`config.mk`:
```
export PLATFORM = sky130hd
export DESIGN_NAME = cprm_power_ctrl
export DESIGN_NICKNAME = d
export VERILOG_FILES = /design/src/cprm_pkg.sv /design/src/cprm_power_ctrl.sv /design/src/cprm_pin_sync.sv
export VERILOG_INCLUDE_DIRS = /design/src
export SDC_FILE = /design/constraint.sdc
export NUM_CORES = 1
export LEC_CHECK = 0
export BUFFER_PORTS_ARGS = -buffer_cell sky130_fd_sc_hd__buf_2
export CAP_MARGIN = 20
export CORE_ASPECT_RATIO = 1.1
export CORE_MARGIN = 2
export CORE_UTILIZATION = 44
export CTS_CLUSTER_SIZE = 12
export DETAILED_ROUTE_END_ITERATION = 16
export GPL_TIMING_DRIVEN = 0
export PLACE_DENSITY = 0.73
export SETUP_SLACK_MARGIN = 0.1
export SLEW_MARGIN = 5
export SYNTH_ARGS = -nofsm -noshare
export SYNTH_HDL_FRONTEND = slang
export SYNTH_SLANG_ARGS = --single-unit
```
`constraint.sdc`:
```
create_clock -name core_clk_in -period 1.45 [get_ports core_clk_in]
set_clock_uncertainty 0.15 [all_clocks]
set_input_delay 0.0725 -clock core_clk_in [delete_from_list [all_inputs] [get_ports core_clk_in]]
set_output_delay 0.0725 -clock core_clk_in [all_outputs]
set_load 0.02 [all_outputs]
```
`src/cprm_defs.svh`:
```
// offsets, field positions, reset values and widths of the power and mode block
`ifndef CPRM_DEFS_SVH
`define CPRM_DEFS_SVH

`define CPRM_ADDR_W        7
`define CPRM_DATA_W        9
`define CPRM_DAC_N         3

`define CPRM_OFS_ID_LOW    7'h00
`define CPRM_OFS_ID_HIGH   7'h01
`define CPRM_OFS_REVISION  7'h02
`define CPRM_OFS_ADC_CTL   7'h1d
`define CPRM_OFS_PWR_ONE   7'h32
`define CPRM_OFS_PWR_TWO   7'h33

`define CPRM_POS_MASTER    0
`define CPRM_POS_ADC       1
`define CPRM_POS_DAC_LO    2
`define CPRM_POS_DAC_HI    4
`define CPRM_POS_EVERY_DAC 6

`define CPRM_POS_OSC       0
`define CPRM_POS_PLL_ONE   1
`define CPRM_POS_PLL_TWO   2
`define CPRM_POS_RECOVERY  3
`define CPRM_POS_SPDIF_TX  4
`define CPRM_POS_SPDIF_RX  5

`define CPRM_POS_MIDRAIL   8

`define CPRM_RST_MASTER    1'h0
`define CPRM_RST_ADC       1'h1
`define CPRM_RST_DAC       3'h7
`define CPRM_RST_EVERY_DAC 1'h1
`define CPRM_RST_OSC       1'h0
`define CPRM_RST_PLL_ONE   1'h1
`define CPRM_RST_PLL_TWO   1'h1
`define CPRM_RST_RECOVERY  1'h1
`define CPRM_RST_SPDIF_TX  1'h1
`define CPRM_RST_SPDIF_RX  1'h1
`define CPRM_RST_MIDRAIL   1'h1

`define CPRM_PIN_N         4

`endif

```
`src/cprm_pkg.sv`:
```
// types shared by the power, reset and mode control block
package cprm_pkg;
  `include "cprm_defs.svh"

  typedef struct packed {
    logic                      req;
    logic [`CPRM_ADDR_W-1:0]   addr;
    logic [`CPRM_DATA_W-1:0]   data;
  } cprm_wr_s;

  typedef struct packed {
    logic                      req;
    logic [`CPRM_ADDR_W-1:0]   addr;
  } cprm_rd_s;

  typedef struct packed {
    logic                      valid;
    logic [`CPRM_DATA_W-1:0]   data;
  } cprm_ans_s;

  typedef struct packed {
    logic                      master_sleep;
    logic                      adc_off;
    logic [`CPRM_DAC_N-1:0]    dac_off_bits;
    logic                      every_dac_off;
    logic                      osc_output_off;
    logic                      first_pll_off;
    logic                      second_pll_off;
    logic                      clock_recovery_off;
    logic                      spdif_tx_off;
    logic                      spdif_rx_off;
    logic                      midrail_impedance_select;
  } cprm_regs_s;

  typedef enum logic [2:0] {
    CPRM_HELD = 3'h1,
    CPRM_SOFT = 3'h2,
    CPRM_HARD = 3'h4
  } cprm_state_e;
endpackage

```
`src/cprm_power_ctrl.sv`:
```
// power-down registers, reset gating, identity readback and control-mode selection
//
// Functional notes
// adc off bit 1 disables adc
// bits 4:2 disable dac1..dac3, reset ones
// every-dac bit 6 disables all dacs
// bits 4 and 5 disable spdif tx, rx
// bits 3,1,2,0 disable recovery, plls, oscillator
// reset: all off bits set except osc, master
// only master sleep turns references off
// master sleep overrides everything, mutes outputs
// host should power blocks down before master
// bit 8 at 0x1d selects midrail impedance
// registers held at defaults during power-on reset
// writes before device ready are discarded
// registers 0,1 give identity, 2 revision
// no identity readback in continuous readback
// hardware pin low software, high hardware
// hardware mode runs register defaults only
// software starts asleep; hardware follows sleep pin (code: software starts with block off bits set except osc, master sleep clear)
// block off is own bit or master
// protocol pin low two-wire, high three-wire
`timescale 1ns/10ps
`include "cprm_defs.svh"
module cprm_power_ctrl #(
  // arbitrary neutral identity values
  parameter logic [`CPRM_DATA_W-1:0] ID_LOW_VALUE   = 9'h05a,
  parameter logic [`CPRM_DATA_W-1:0] ID_HIGH_VALUE  = 9'h0c3,
  parameter logic [`CPRM_DATA_W-1:0] REVISION_VALUE = 9'h001
) (
  input  wire logic                  core_clk_in,
  input  wire logic                  sys_rst_in,
  input  wire logic                  power_on_reset_n_in,
  input  wire logic                  hardware_select_pin_in,
  input  wire logic                  port_protocol_pin_in,
  input  wire logic                  all_sleep_pin_in,
  input  wire logic                  continuous_readback_in,
  input  wire cprm_pkg::cprm_wr_s    host_wr_in,
  input  wire cprm_pkg::cprm_rd_s    host_rd_in,
  output cprm_pkg::cprm_ans_s        host_ans_out,
  output logic                       device_ready_out,
  output logic                       hardware_mode_out,
  output logic                       three_wire_out,
  output logic                       adc_off_out,
  output logic [`CPRM_DAC_N-1:0]     dac_off_out,
  output logic                       spdif_tx_off_out,
  output logic                       spdif_rx_off_out,
  output logic                       clock_recovery_off_out,
  output logic                       first_pll_off_out,
  output logic                       second_pll_off_out,
  output logic                       osc_output_off_out,
  output logic                       reference_off_out,
  output logic                       outputs_mute_out,
  output logic                       midrail_impedance_select_out
);
  import cprm_pkg::*;

  localparam cprm_regs_s REGS_DEFAULT = '{
    master_sleep:             `CPRM_RST_MASTER,
    adc_off:                  `CPRM_RST_ADC,
    dac_off_bits:             `CPRM_RST_DAC,
    every_dac_off:            `CPRM_RST_EVERY_DAC,
    osc_output_off:           `CPRM_RST_OSC,
    first_pll_off:            `CPRM_RST_PLL_ONE,
    second_pll_off:           `CPRM_RST_PLL_TWO,
    clock_recovery_off:       `CPRM_RST_RECOVERY,
    spdif_tx_off:             `CPRM_RST_SPDIF_TX,
    spdif_rx_off:             `CPRM_RST_SPDIF_RX,
    midrail_impedance_select: `CPRM_RST_MIDRAIL
  };

  // identity registers share addresses with writable pll settings held elsewhere
  function automatic logic is_identity(input logic [`CPRM_ADDR_W-1:0] addr);
    is_identity = (addr == `CPRM_OFS_ID_LOW) || (addr == `CPRM_OFS_ID_HIGH) ||
                  (addr == `CPRM_OFS_REVISION);
  endfunction

  // pin synchronisers
  logic [`CPRM_PIN_N-1:0] pin_level;
  logic                   por_ready;
  logic                   hw_pin;
  logic                   proto_pin;
  logic                   sleep_pin;

  cprm_pin_sync u_pin_sync (
    .core_clk_in (core_clk_in),
    .sys_rst_in  (sys_rst_in),
    .pin_in      ({power_on_reset_n_in, hardware_select_pin_in,
                   port_protocol_pin_in, all_sleep_pin_in}),
    .level_out   (pin_level)
  );

  // power-on reset comes from an analogue monitor, so it is synchronised like a pin
  assign por_ready = pin_level[3];
  assign hw_pin    = pin_level[2];
  assign proto_pin = pin_level[1];
  assign sleep_pin = pin_level[0];

  // control state and registers
  cprm_state_e state_ff;
  cprm_state_e nxt_state;
  cprm_regs_s  regs_ff;
  cprm_regs_s  nxt_regs;
  logic        wr_take;

  always_comb begin
    nxt_state = state_ff;
    nxt_regs  = regs_ff;
    wr_take   = 1'h0;
    case (state_ff)
      CPRM_HELD: begin
        nxt_regs = REGS_DEFAULT;
        if (por_ready) begin
          nxt_state = hw_pin ? CPRM_HARD : CPRM_SOFT;
        end
      end
      CPRM_SOFT: begin
        wr_take = host_wr_in.req;
        if (!por_ready) begin
          nxt_state = CPRM_HELD;
        end else if (hw_pin) begin
          nxt_state = CPRM_HARD;
        end
      end
      CPRM_HARD: begin
        // the sleep pin steers every power-down; everything else stays at default
        nxt_regs = REGS_DEFAULT;
        if (!por_ready) begin
          nxt_state = CPRM_HELD;
        end else if (!hw_pin) begin
          nxt_state = CPRM_SOFT;
        end
      end
      default: begin
        nxt_state = CPRM_HELD;
        nxt_regs  = REGS_DEFAULT;
      end
    endcase
    // writes outside software mode, including before ready, are dropped
    if (wr_take && !(nxt_state == CPRM_HELD)) begin
      case (host_wr_in.addr)
        `CPRM_OFS_PWR_ONE: begin
          nxt_regs.master_sleep  = host_wr_in.data[`CPRM_POS_MASTER];
          nxt_regs.adc_off       = host_wr_in.data[`CPRM_POS_ADC];
          nxt_regs.dac_off_bits  =
            host_wr_in.data[`CPRM_POS_DAC_HI:`CPRM_POS_DAC_LO];
          nxt_regs.every_dac_off = host_wr_in.data[`CPRM_POS_EVERY_DAC];
        end
        `CPRM_OFS_PWR_TWO: begin
          nxt_regs.osc_output_off     = host_wr_in.data[`CPRM_POS_OSC];
          nxt_regs.first_pll_off      = host_wr_in.data[`CPRM_POS_PLL_ONE];
          nxt_regs.second_pll_off     = host_wr_in.data[`CPRM_POS_PLL_TWO];
          nxt_regs.clock_recovery_off = host_wr_in.data[`CPRM_POS_RECOVERY];
          nxt_regs.spdif_tx_off       = host_wr_in.data[`CPRM_POS_SPDIF_TX];
          nxt_regs.spdif_rx_off       = host_wr_in.data[`CPRM_POS_SPDIF_RX];
        end
        `CPRM_OFS_ADC_CTL: begin
          nxt_regs.midrail_impedance_select =
            host_wr_in.data[`CPRM_POS_MIDRAIL];
        end
        default: begin
          nxt_regs = regs_ff;
        end
      endcase
    end
  end

  always_ff @(posedge core_clk_in) begin
    if (sys_rst_in) begin
      state_ff <= CPRM_HELD;
      regs_ff  <= REGS_DEFAULT;
    end else begin
      state_ff <= nxt_state;
      regs_ff  <= nxt_regs;
    end
  end

  // effective power-down outputs
  logic                   nxt_ready;
  logic                   nxt_hw_mode;
  logic                   nxt_three_wire;
  logic                   nxt_master;
  logic                   nxt_adc;
  logic [`CPRM_DAC_N-1:0] nxt_dac;
  logic                   nxt_tx;
  logic                   nxt_rx;
  logic                   nxt_recovery;
  logic                   nxt_pll_one;
  logic                   nxt_pll_two;
  logic                   nxt_osc;
  logic                   nxt_midrail;

  always_comb begin
    nxt_ready      = (state_ff != CPRM_HELD);
    nxt_hw_mode    = (state_ff == CPRM_HARD);
    // protocol pin only means something while the serial port is in use
    nxt_three_wire = (state_ff == CPRM_SOFT) && proto_pin;
    if (state_ff == CPRM_HARD) begin
      nxt_master = sleep_pin;
      nxt_adc      = sleep_pin;
      nxt_dac      = {`CPRM_DAC_N{sleep_pin}};
      nxt_tx       = sleep_pin;
      nxt_rx       = sleep_pin;
      nxt_recovery = sleep_pin;
      nxt_pll_one  = sleep_pin;
      nxt_pll_two  = sleep_pin;
      nxt_osc      = sleep_pin;
      nxt_midrail  = REGS_DEFAULT.midrail_impedance_select;
    end else begin
      nxt_master   = regs_ff.master_sleep;
      nxt_adc      = regs_ff.adc_off | nxt_master;
      nxt_dac      = regs_ff.dac_off_bits |
                     {`CPRM_DAC_N{regs_ff.every_dac_off | nxt_master}};
      nxt_tx       = regs_ff.spdif_tx_off | nxt_master;
      nxt_rx       = regs_ff.spdif_rx_off | nxt_master;
      nxt_recovery = regs_ff.clock_recovery_off | nxt_master;
      nxt_pll_one  = regs_ff.first_pll_off | nxt_master;
      nxt_pll_two  = regs_ff.second_pll_off | nxt_master;
      nxt_osc      = regs_ff.osc_output_off | nxt_master;
      nxt_midrail  = regs_ff.midrail_impedance_select;
    end
  end

  always_ff @(posedge core_clk_in) begin
    if (sys_rst_in) begin
      device_ready_out             <= 1'h0;
      hardware_mode_out            <= 1'h0;
      three_wire_out               <= 1'h0;
      adc_off_out                  <= `CPRM_RST_ADC;
      dac_off_out                  <= `CPRM_RST_DAC;
      spdif_tx_off_out             <= `CPRM_RST_SPDIF_TX;
      spdif_rx_off_out             <= `CPRM_RST_SPDIF_RX;
      clock_recovery_off_out       <= `CPRM_RST_RECOVERY;
      first_pll_off_out            <= `CPRM_RST_PLL_ONE;
      second_pll_off_out           <= `CPRM_RST_PLL_TWO;
      osc_output_off_out           <= `CPRM_RST_OSC;
      reference_off_out            <= `CPRM_RST_MASTER;
      outputs_mute_out             <= `CPRM_RST_MASTER;
      midrail_impedance_select_out <= `CPRM_RST_MIDRAIL;
    end else begin
      device_ready_out             <= nxt_ready;
      hardware_mode_out            <= nxt_hw_mode;
      three_wire_out               <= nxt_three_wire;
      adc_off_out                  <= nxt_adc;
      dac_off_out                  <= nxt_dac;
      spdif_tx_off_out             <= nxt_tx;
      spdif_rx_off_out             <= nxt_rx;
      clock_recovery_off_out       <= nxt_recovery;
      first_pll_off_out            <= nxt_pll_one;
      second_pll_off_out           <= nxt_pll_two;
      osc_output_off_out           <= nxt_osc;
      reference_off_out            <= nxt_master;
      outputs_mute_out             <= nxt_master;
      midrail_impedance_select_out <= nxt_midrail;
    end
  end

  // identity readback; everything else is write-only and reads as zero
  cprm_ans_s nxt_ans;

  always_comb begin
    nxt_ans       = '0;
    nxt_ans.valid = host_rd_in.req;
    if (host_rd_in.req && !continuous_readback_in && is_identity(host_rd_in.addr)) begin
      case (host_rd_in.addr)
        `CPRM_OFS_ID_LOW:   nxt_ans.data = ID_LOW_VALUE;
        `CPRM_OFS_ID_HIGH:  nxt_ans.data = ID_HIGH_VALUE;
        `CPRM_OFS_REVISION: nxt_ans.data = REVISION_VALUE;
        default:            nxt_ans.data = 9'h000;
      endcase
    end
  end

  always_ff @(posedge core_clk_in) begin
    if (sys_rst_in) begin
      host_ans_out <= '0;
    end else begin
      host_ans_out <= nxt_ans;
    end
  end
endmodule // cprm_power_ctrl

```
`src/cprm_pin_sync.sv`:
```
// three-stage synchroniser for the mode and reset pins
`timescale 1ns/10ps
`include "cprm_defs.svh"
module cprm_pin_sync (
  input  wire logic                   core_clk_in,
  input  wire logic                   sys_rst_in,
  input  wire logic [`CPRM_PIN_N-1:0] pin_in,
  output logic      [`CPRM_PIN_N-1:0] level_out
);
  import cprm_pkg::*;

  logic [`CPRM_PIN_N-1:0] meta_ff;
  logic [`CPRM_PIN_N-1:0] mid_ff;
  logic [`CPRM_PIN_N-1:0] last_ff;
  logic [`CPRM_PIN_N-1:0] level_ff;
  logic [`CPRM_PIN_N-1:0] nxt_level;

  // a change only counts once the second and third stage agree
  always_comb begin
    nxt_level = level_ff;
    for (int i = 0; i < `CPRM_PIN_N; i++) begin
      if (mid_ff[i] == last_ff[i]) begin
        nxt_level[i] = last_ff[i];
      end
    end
  end

  always_ff @(posedge core_clk_in) begin
    if (sys_rst_in) begin
      meta_ff  <= '0;
      mid_ff   <= '0;
      last_ff  <= '0;
      level_ff <= '0;
    end else begin
      meta_ff  <= pin_in;
      mid_ff   <= meta_ff;
      last_ff  <= mid_ff;
      level_ff <= nxt_level;
    end
  end

  assign level_out = level_ff;
endmodule // cprm_pin_sync

```
# --- After elaboration in Yosys (flattened, before gate mapping) ---
# Cells that the tools add are included.
classes:
  bitwise: 10
  div: 0
  multipliers: 0
  n_reduce_logical: 14
  n_mux: 23
  n_eq_ne: 17
  shifts: 0
  n_lt_le_gt_ge: 0
  add_sub_neg: 0
ops:
  columns: ["cell", "n"]
  rows:
  - ["two-way mux 13 bit", 2]
  - ["one-hot mux 6 bit (2 select lines)", 2]
  - ["one-hot mux 8 bit (3 select lines)", 1]
  - ["two-way mux 3 bit", 7]
  - ["== test 7 x 6 -> 1 bit (second input constant)", 2]
  - ["OR reduction 2 bit", 5]
  - ["two-way mux 1 bit", 9]
  - ["!= test 3 x 2 -> 1 bit (second input constant)", 3]
  - ["one-hot mux 3 bit (3 select lines)", 1]
  - ["bitwise OR 1 bit", 8]
  - ["== test 7 x 1 -> 1 bit (second input constant)", 1]
  - ["== test 7 x 2 -> 1 bit (second input constant)", 1]
  - ["== test 7 x 5 -> 1 bit (second input constant)", 1]
  - ["zero test 7 bit", 1]
  - ["== test 3 x 1 -> 1 bit (second input constant)", 2]
  - ["== test 1 bit", 4]
  - ["logical AND 1 bit", 4]
  - ["== test 3 x 2 -> 1 bit (second input constant)", 1]
  - ["== test 3 bit (second input constant)", 1]
  - ["!= test 3 x 1 -> 1 bit (second input constant)", 1]
  - ["bitwise OR 3 bit", 1]
  - ["zero test 1 bit", 2]
  - ["logical OR 1 bit", 2]
  - ["one-hot mux 1 bit (2 select lines)", 1]
  - ["NOT 1 bit", 1]
totals:
  elab_cells: 98
  in_bits: 32
  n_memories: 0
  reg_bits: 57
  mem_bits_rw: 0
  romBits: 0
  latch_bits: 0

# --- Longest topological paths before layout ---
depth:
  depth_word: 7
  depth_mapped: 5
  mapped_depth_nobuf: 4

# --- Modules after synthesis ---
# Synthesis repeated with hierarchy kept, for this count alone.
unflattened:
  hier_cells: 180
  hier_area_um2: 1829.3
modules_own_cells:
  columns: ["mod", "cells_per_inst", "instances", "area_per_inst_um2", "seq_area_each_um2"]
  rows:
  - ["cprm_power_ctrl", 139, 1, 1342.5, 720.7]
  - ["cprm_pin_sync", 41, 1, 486.7, 320.3]

# --- Worst setup path after synthesis ---
# No wires, ideal clock.
synth_path:
  kind: "reg-to-reg"
  start: "reg state_ff[2]"
  end: "reg regs_ff[0] in the netlist's numbering"
  slack_ns: -0.014
  stages_incl_launch_ff: 6
  arrival_time_ns: 1.191
  setup_time_ns: 0.123
  cell_sequence: "dfxtp_1 or3b_1 buf_4 o21ai_2 a21boi_2 nand3b_1"
synth_between:
  elab_chain_cells: 7
  elab_cells_between_ends: 17
  cone_classes: "eq/ne (5); mux (10); reduce/logical (2)"
synth_rtl:
  columns: ["element", "line_no", "text"]
  rows:
  - ["from (decl)", "cprm_power_ctrl.sv:100", "cprm_state_e state_ff;"]
  - ["from (signal assigned)", "cprm_power_ctrl.sv:173", "state_ff <= nxt_state;"]
  - ["two-way mux 3 bit (on tied branches)", "cprm_power_ctrl.sv:130, cprm_power_ctrl.sv:121", null]
  - ["two-way mux 3 bit (on tied branches)", "cprm_power_ctrl.sv:128, cprm_power_ctrl.sv:119", null]
  - ["one-hot mux 3 bit (3 select lines)", "cprm_power_ctrl.sv:110", "case (state_ff)"]
  - ["== test 3 x 1 -> 1 bit", "cprm_power_ctrl.sv:140", "if (wr_take && !(nxt_state == CPRM_HELD)) begin"]
  - ["zero test 1 bit", "cprm_power_ctrl.sv:140", null]
  - ["logical AND 1 bit", "cprm_power_ctrl.sv:140", null]
  - ["!= test 3 x 2 -> 1 bit (no source line) or two-way mux 13 bit (tied branches)", null, null]
  - ["to (signal assigned)", "cprm_power_ctrl.sv:174", "regs_ff <= nxt_regs;"]
  - ["to (decl)", "cprm_power_ctrl.sv:102", "cprm_regs_s regs_ff;"]
# Parallel ways exist; a longest one is shown, timed or not.
# A chain may end at the register's enable or synchronous reset.

# --- Worst setup path after layout ---
# Ends and elaborated chain as after synthesis.

==> results.md <==
* Post-synthesis instance area at 0.00183 mm²
* Reg clk slew, reported paths at around 0.090 ns
* TritonCTS clock tree: done
* Critical path's top delay family: simple AND/OR/NAND/NOR gates
* Final worst setup slack at -0.0130 ns
* Area Overhead vs Synth at 47.7%
* GRT Overall Usage at about 17%
* Initial antenna violation count at 0
* CP Buf/Inv Count at 1
* Final Cycle Share at 101%
* Share of cells above drive strength 1 at 38.2%
* Finished Layout Cells at 324
* Crit. End Element: flop
* Vias in the first global route at approximately 1400
* Xor and xnor fraction of the mapped netlist area at 0.955%
* Met1 wire length at roughly 1600 µm
* Met2 WL post-DR at 2000 µm
* P_leak at approximately 1.2 nW
* Hold Fails Final Rpt at 0
* WP data required at 1.50 ns
* Crit-path cells: or3b_1 > buf_6 > o21ai_4 > a21boi_2 > nand3b_1
* Post-DP HPWL at about 2400 µm
* Final GP Congestion at 0.737
* Die area at 0.00470 mm²
* DR pass1 iterations at 4
* Async S/R FF share, synth at 0%
* Hold Crit Class: in -> reg
* Distinct cell type count after synthesis at 37
* # DRC at 0
* Final hold slack at 0.00984 ns
* First-pass GRT wire length at 6150 µm
* Nets at a little over 300
* Number of synthesized flops with an enable pin at 0
* RSZ-0062 raised after global routing: true
* CP max FO at 5
* Worst path slowest cell: dfxtp_4
* Skew-Pair Late Insertion Delay at around 0.30 ns
* Startpoint types: flop
* DIE WIDTH at 65.6 µm
* Via count at between 1000 and 1500
* Failing checks: setup timing
* WP data arrival at roughly 1.5 ns
* Layout fillers at between 200 and 300
* Die Height at approximately 72 µm
* Core outline area at ~0.004 mm²
* Slowest stage delay, CP at between 0.3 and 0.4 ns
* Metal3 WL at between 200 and 250 µm
* Main combinational cell family by area after synthesis: simple AND/OR/NAND/NOR gates
* Clock sinks at 52
* Vias/cell at 4.62
* Starting density of the core at a little under half
* Synth Area in Adders at 0%
* Max Cap Viol at 0
* Synth Flop Type: dfxtp_1
* N_diodes at 0
* Status: finished with violations
* Simple-gate share of the synthesized area at between 20% and 30%
* Port Buffers at 53
* ANT nets after route at 0
* Clock Path Buffers at 2
* Num CTS Buffers at 5
* I/O pin count at between 50 and 60
* Placement Rows at 24
* Root Buffer Master: clkbuf_8
* Fmax at between 600 and 700 MHz
* DR top layer: met4
* Area fraction in compound gates after synthesis at between 10% and 20%
* Crit Path Category: reg -> reg
* H-tree levels at 2
* Post-synthesis register bit count at 52
* Maximum vdd drop at roughly 0.7 mV
* Synthesized instance count at approximately 180
* Overflow after GRT at 0
* Multiplexer share of the synthesized area at around 3.3%
* Largest net degree at the start of global routing at 17
* Drt wl/cell at between 10 and 15 µm
* Sequential-to-total area share from yosys stat at 56.8%
* Ys Warns at 0
* Final Max Tran Viols at 0
* Inst Count DP at ~290
* Pwr dens at ~1000 mW/mm²
* Setup WS pre-CTS at -0.128 ns
* Final setup fails at 1
* Min Clock Period, post-route at around 1.5 ns
* Drt initial violations at 40
* Routed WL at 3840 µm
* Syn Area/Cell at between 10 and 15 µm²
==> per-stage QoR <==
| stage | util (%) | instance area (µm²) | power [W] | setup TNS [ns] |
|---|---|---|---|---|
| floorplan | - | 1860 | 0.00154 | 0 |
| global placement | 54.8 | 2190 | 0.00159 | -0.804 |
| detailed placement | 54.8 | 2190 | 0.00159 | -0.865 |
| CTS | 65.5 | 2620 | 0.00265 | 0 |
| global route | 67.9 | 2710 | 0.00275 | -0.544 |
| finish | 67.9 | 2710 | 0.00263 | -0.0130 |
==> metal layers <==
metal,track usage (%),vias to the layer above
met1,19.7,661
met3,4.71,6
met5,0,-
met2,31.1,53
met4,5.56,0
li1,-,777
==> path summary, 6_finish.rpt <==
check,startpoint,end,slack [ns],cells past startpoint
worst max-delay path,state_ff[2]$_SDFF_PP0_,regs_ff[0]$_SDFFE_PP1P_,-0.01,5
worst min-delay path,host_wr_in[9],regs_ff[2]$_SDFFE_PP1P_,0.01,3
worst max register to register,state_ff[2]$_SDFF_PP0_,regs_ff[0]$_SDFFE_PP1P_,-0.01,5
worst min register to register,u_pin_sync.meta_ff[2]$_SDFF_PP0_,u_pin_sync.mid_ff[2]$_SDFF_PP0_,0.29,1
==> placed cells by master, fill, tap and decap left out, types with 2 or more instances in the layout <==
| master | n |
|---|---|
| a21oi_1 | 6 |
| and2_1 | 2 |
| buf_2 | 53 |
| buf_4 | 12 |
| buf_6 | 4 |
| clkbuf_1 | 4 |
| clkbuf_8 | 6 |
| conb_1 | 3 |
| dfxtp_1 | 48 |
| dfxtp_4 | 3 |
| dlygate4sd3_1 | 21 |
| inv_1 | 2 |
| mux2i_1 | 6 |
| nand2_1 | 7 |
| nand2_4 | 3 |
| nand2b_1 | 2 |
| nand2b_4 | 2 |
| nand3_1 | 2 |
| nand3_2 | 2 |
| nor2_1 | 18 |
| nor2_2 | 5 |
| nor2b_1 | 12 |
| nor3_1 | 7 |
| nor4_4 | 2 |
| o21ai_0 | 4 |
| o21bai_1 | 9 |
| o22a_1 | 5 |
| xnor2_1 | 2 |
==> cell usage after synthesis (2+ instances only) <==
master / instances / area, µm²
dfxtp_1: 52 / 1040
nor2_1: 21 / 78.8
nor2b_1: 13 / 81.3
nand2_1: 9 / 33.8
o21bai_1: 9 / 67.6
nor3_1: 8 / 40.0
buf_4: 7 / 52.6
a21oi_1: 6 / 30.0
mux2i_1: 6 / 60.1
o22a_1: 5 / 43.8
clkbuf_1: 4 / 15.0
nand3_1: 4 / 20.0
o21ai_0: 4 / 20.0
nand2b_1: 3 / 18.8
and2_1: 2 / 12.5
inv_1: 2 / 7.51
nor2_2: 2 / 12.5
xnor2_1: 2 / 17.5
==> final cells by class <==
cell class / count / area (µm²) / share of cell area [%]
tap: 52 / 65.1 / 2.40
buffer: 11 / 71.3 / 2.63
clock buffer: 6 / 82.6 / 3.05
timing repair buffer: 84 / 567 / 20.9
inverter: 2 / 7.51 / 0.277
sequential: 52 / 1050 / 38.9
clock inverter: 2 / 38.8 / 1.43
multi-input combinational: 115 / 825 / 30.4
==> power breakdown <==
group,switching [W],internal (W),leakage (nW)
clock network,0.000456,0.000564,0.0614
logic,0.0000704,0.000102,0.716
registers,0.00000539,0.00144,0.424
==> cells by family after synthesis <==
family,Yosys count
multiplexers,6
AO/OA/AOI/OAI,27
flip-flops,52
buffers and inverters,13
XOR/XNOR,2
AND/OR/NAND/NOR,77
other,1
==> sequential cells by signal, indices dropped and copies added (netlist names) <==
| register | count |
|---|---|
| regs_ff | 13 |
| host_ans_out | 5 |
| u_pin_sync.last_ff | 4 |
| u_pin_sync.level_out | 4 |
| u_pin_sync.meta_ff | 4 |
| u_pin_sync.mid_ff | 4 |
| dac_off_out | 3 |
| state_ff | 3 |
| adc_off_out | 1 |
| clock_recovery_off_out | 1 |
| device_ready_out | 1 |
| first_pll_off_out | 1 |
| hardware_mode_out | 1 |
| midrail_impedance_select_out | 1 |
| osc_output_off_out | 1 |
| outputs_mute_out | 1 |
| second_pll_off_out | 1 |
| spdif_rx_off_out | 1 |
| spdif_tx_off_out | 1 |
| three_wire_out | 1 |
==> timing repair <==
item / 4_1_cts / 5_1_grt
setup buffers: 5 / 4
endpoints found under the setup margin: 26 / 26
pin swaps: 4 / 6
endpoints found under the hold margin: 22 / 0
gates resized for setup: 12 / 16
hold buffers: 22 / 0
==> worst register-to-register path, cell delays in order (launching register included) <==
cell and delay (ns):
dfxtp_4 0.38, or3b_1 0.37, buf_6 0.16, o21ai_4 0.09, a21boi_2 0.07, nand3b_1 0.15
No activity file was read; power rests on OpenSTA's default activity.
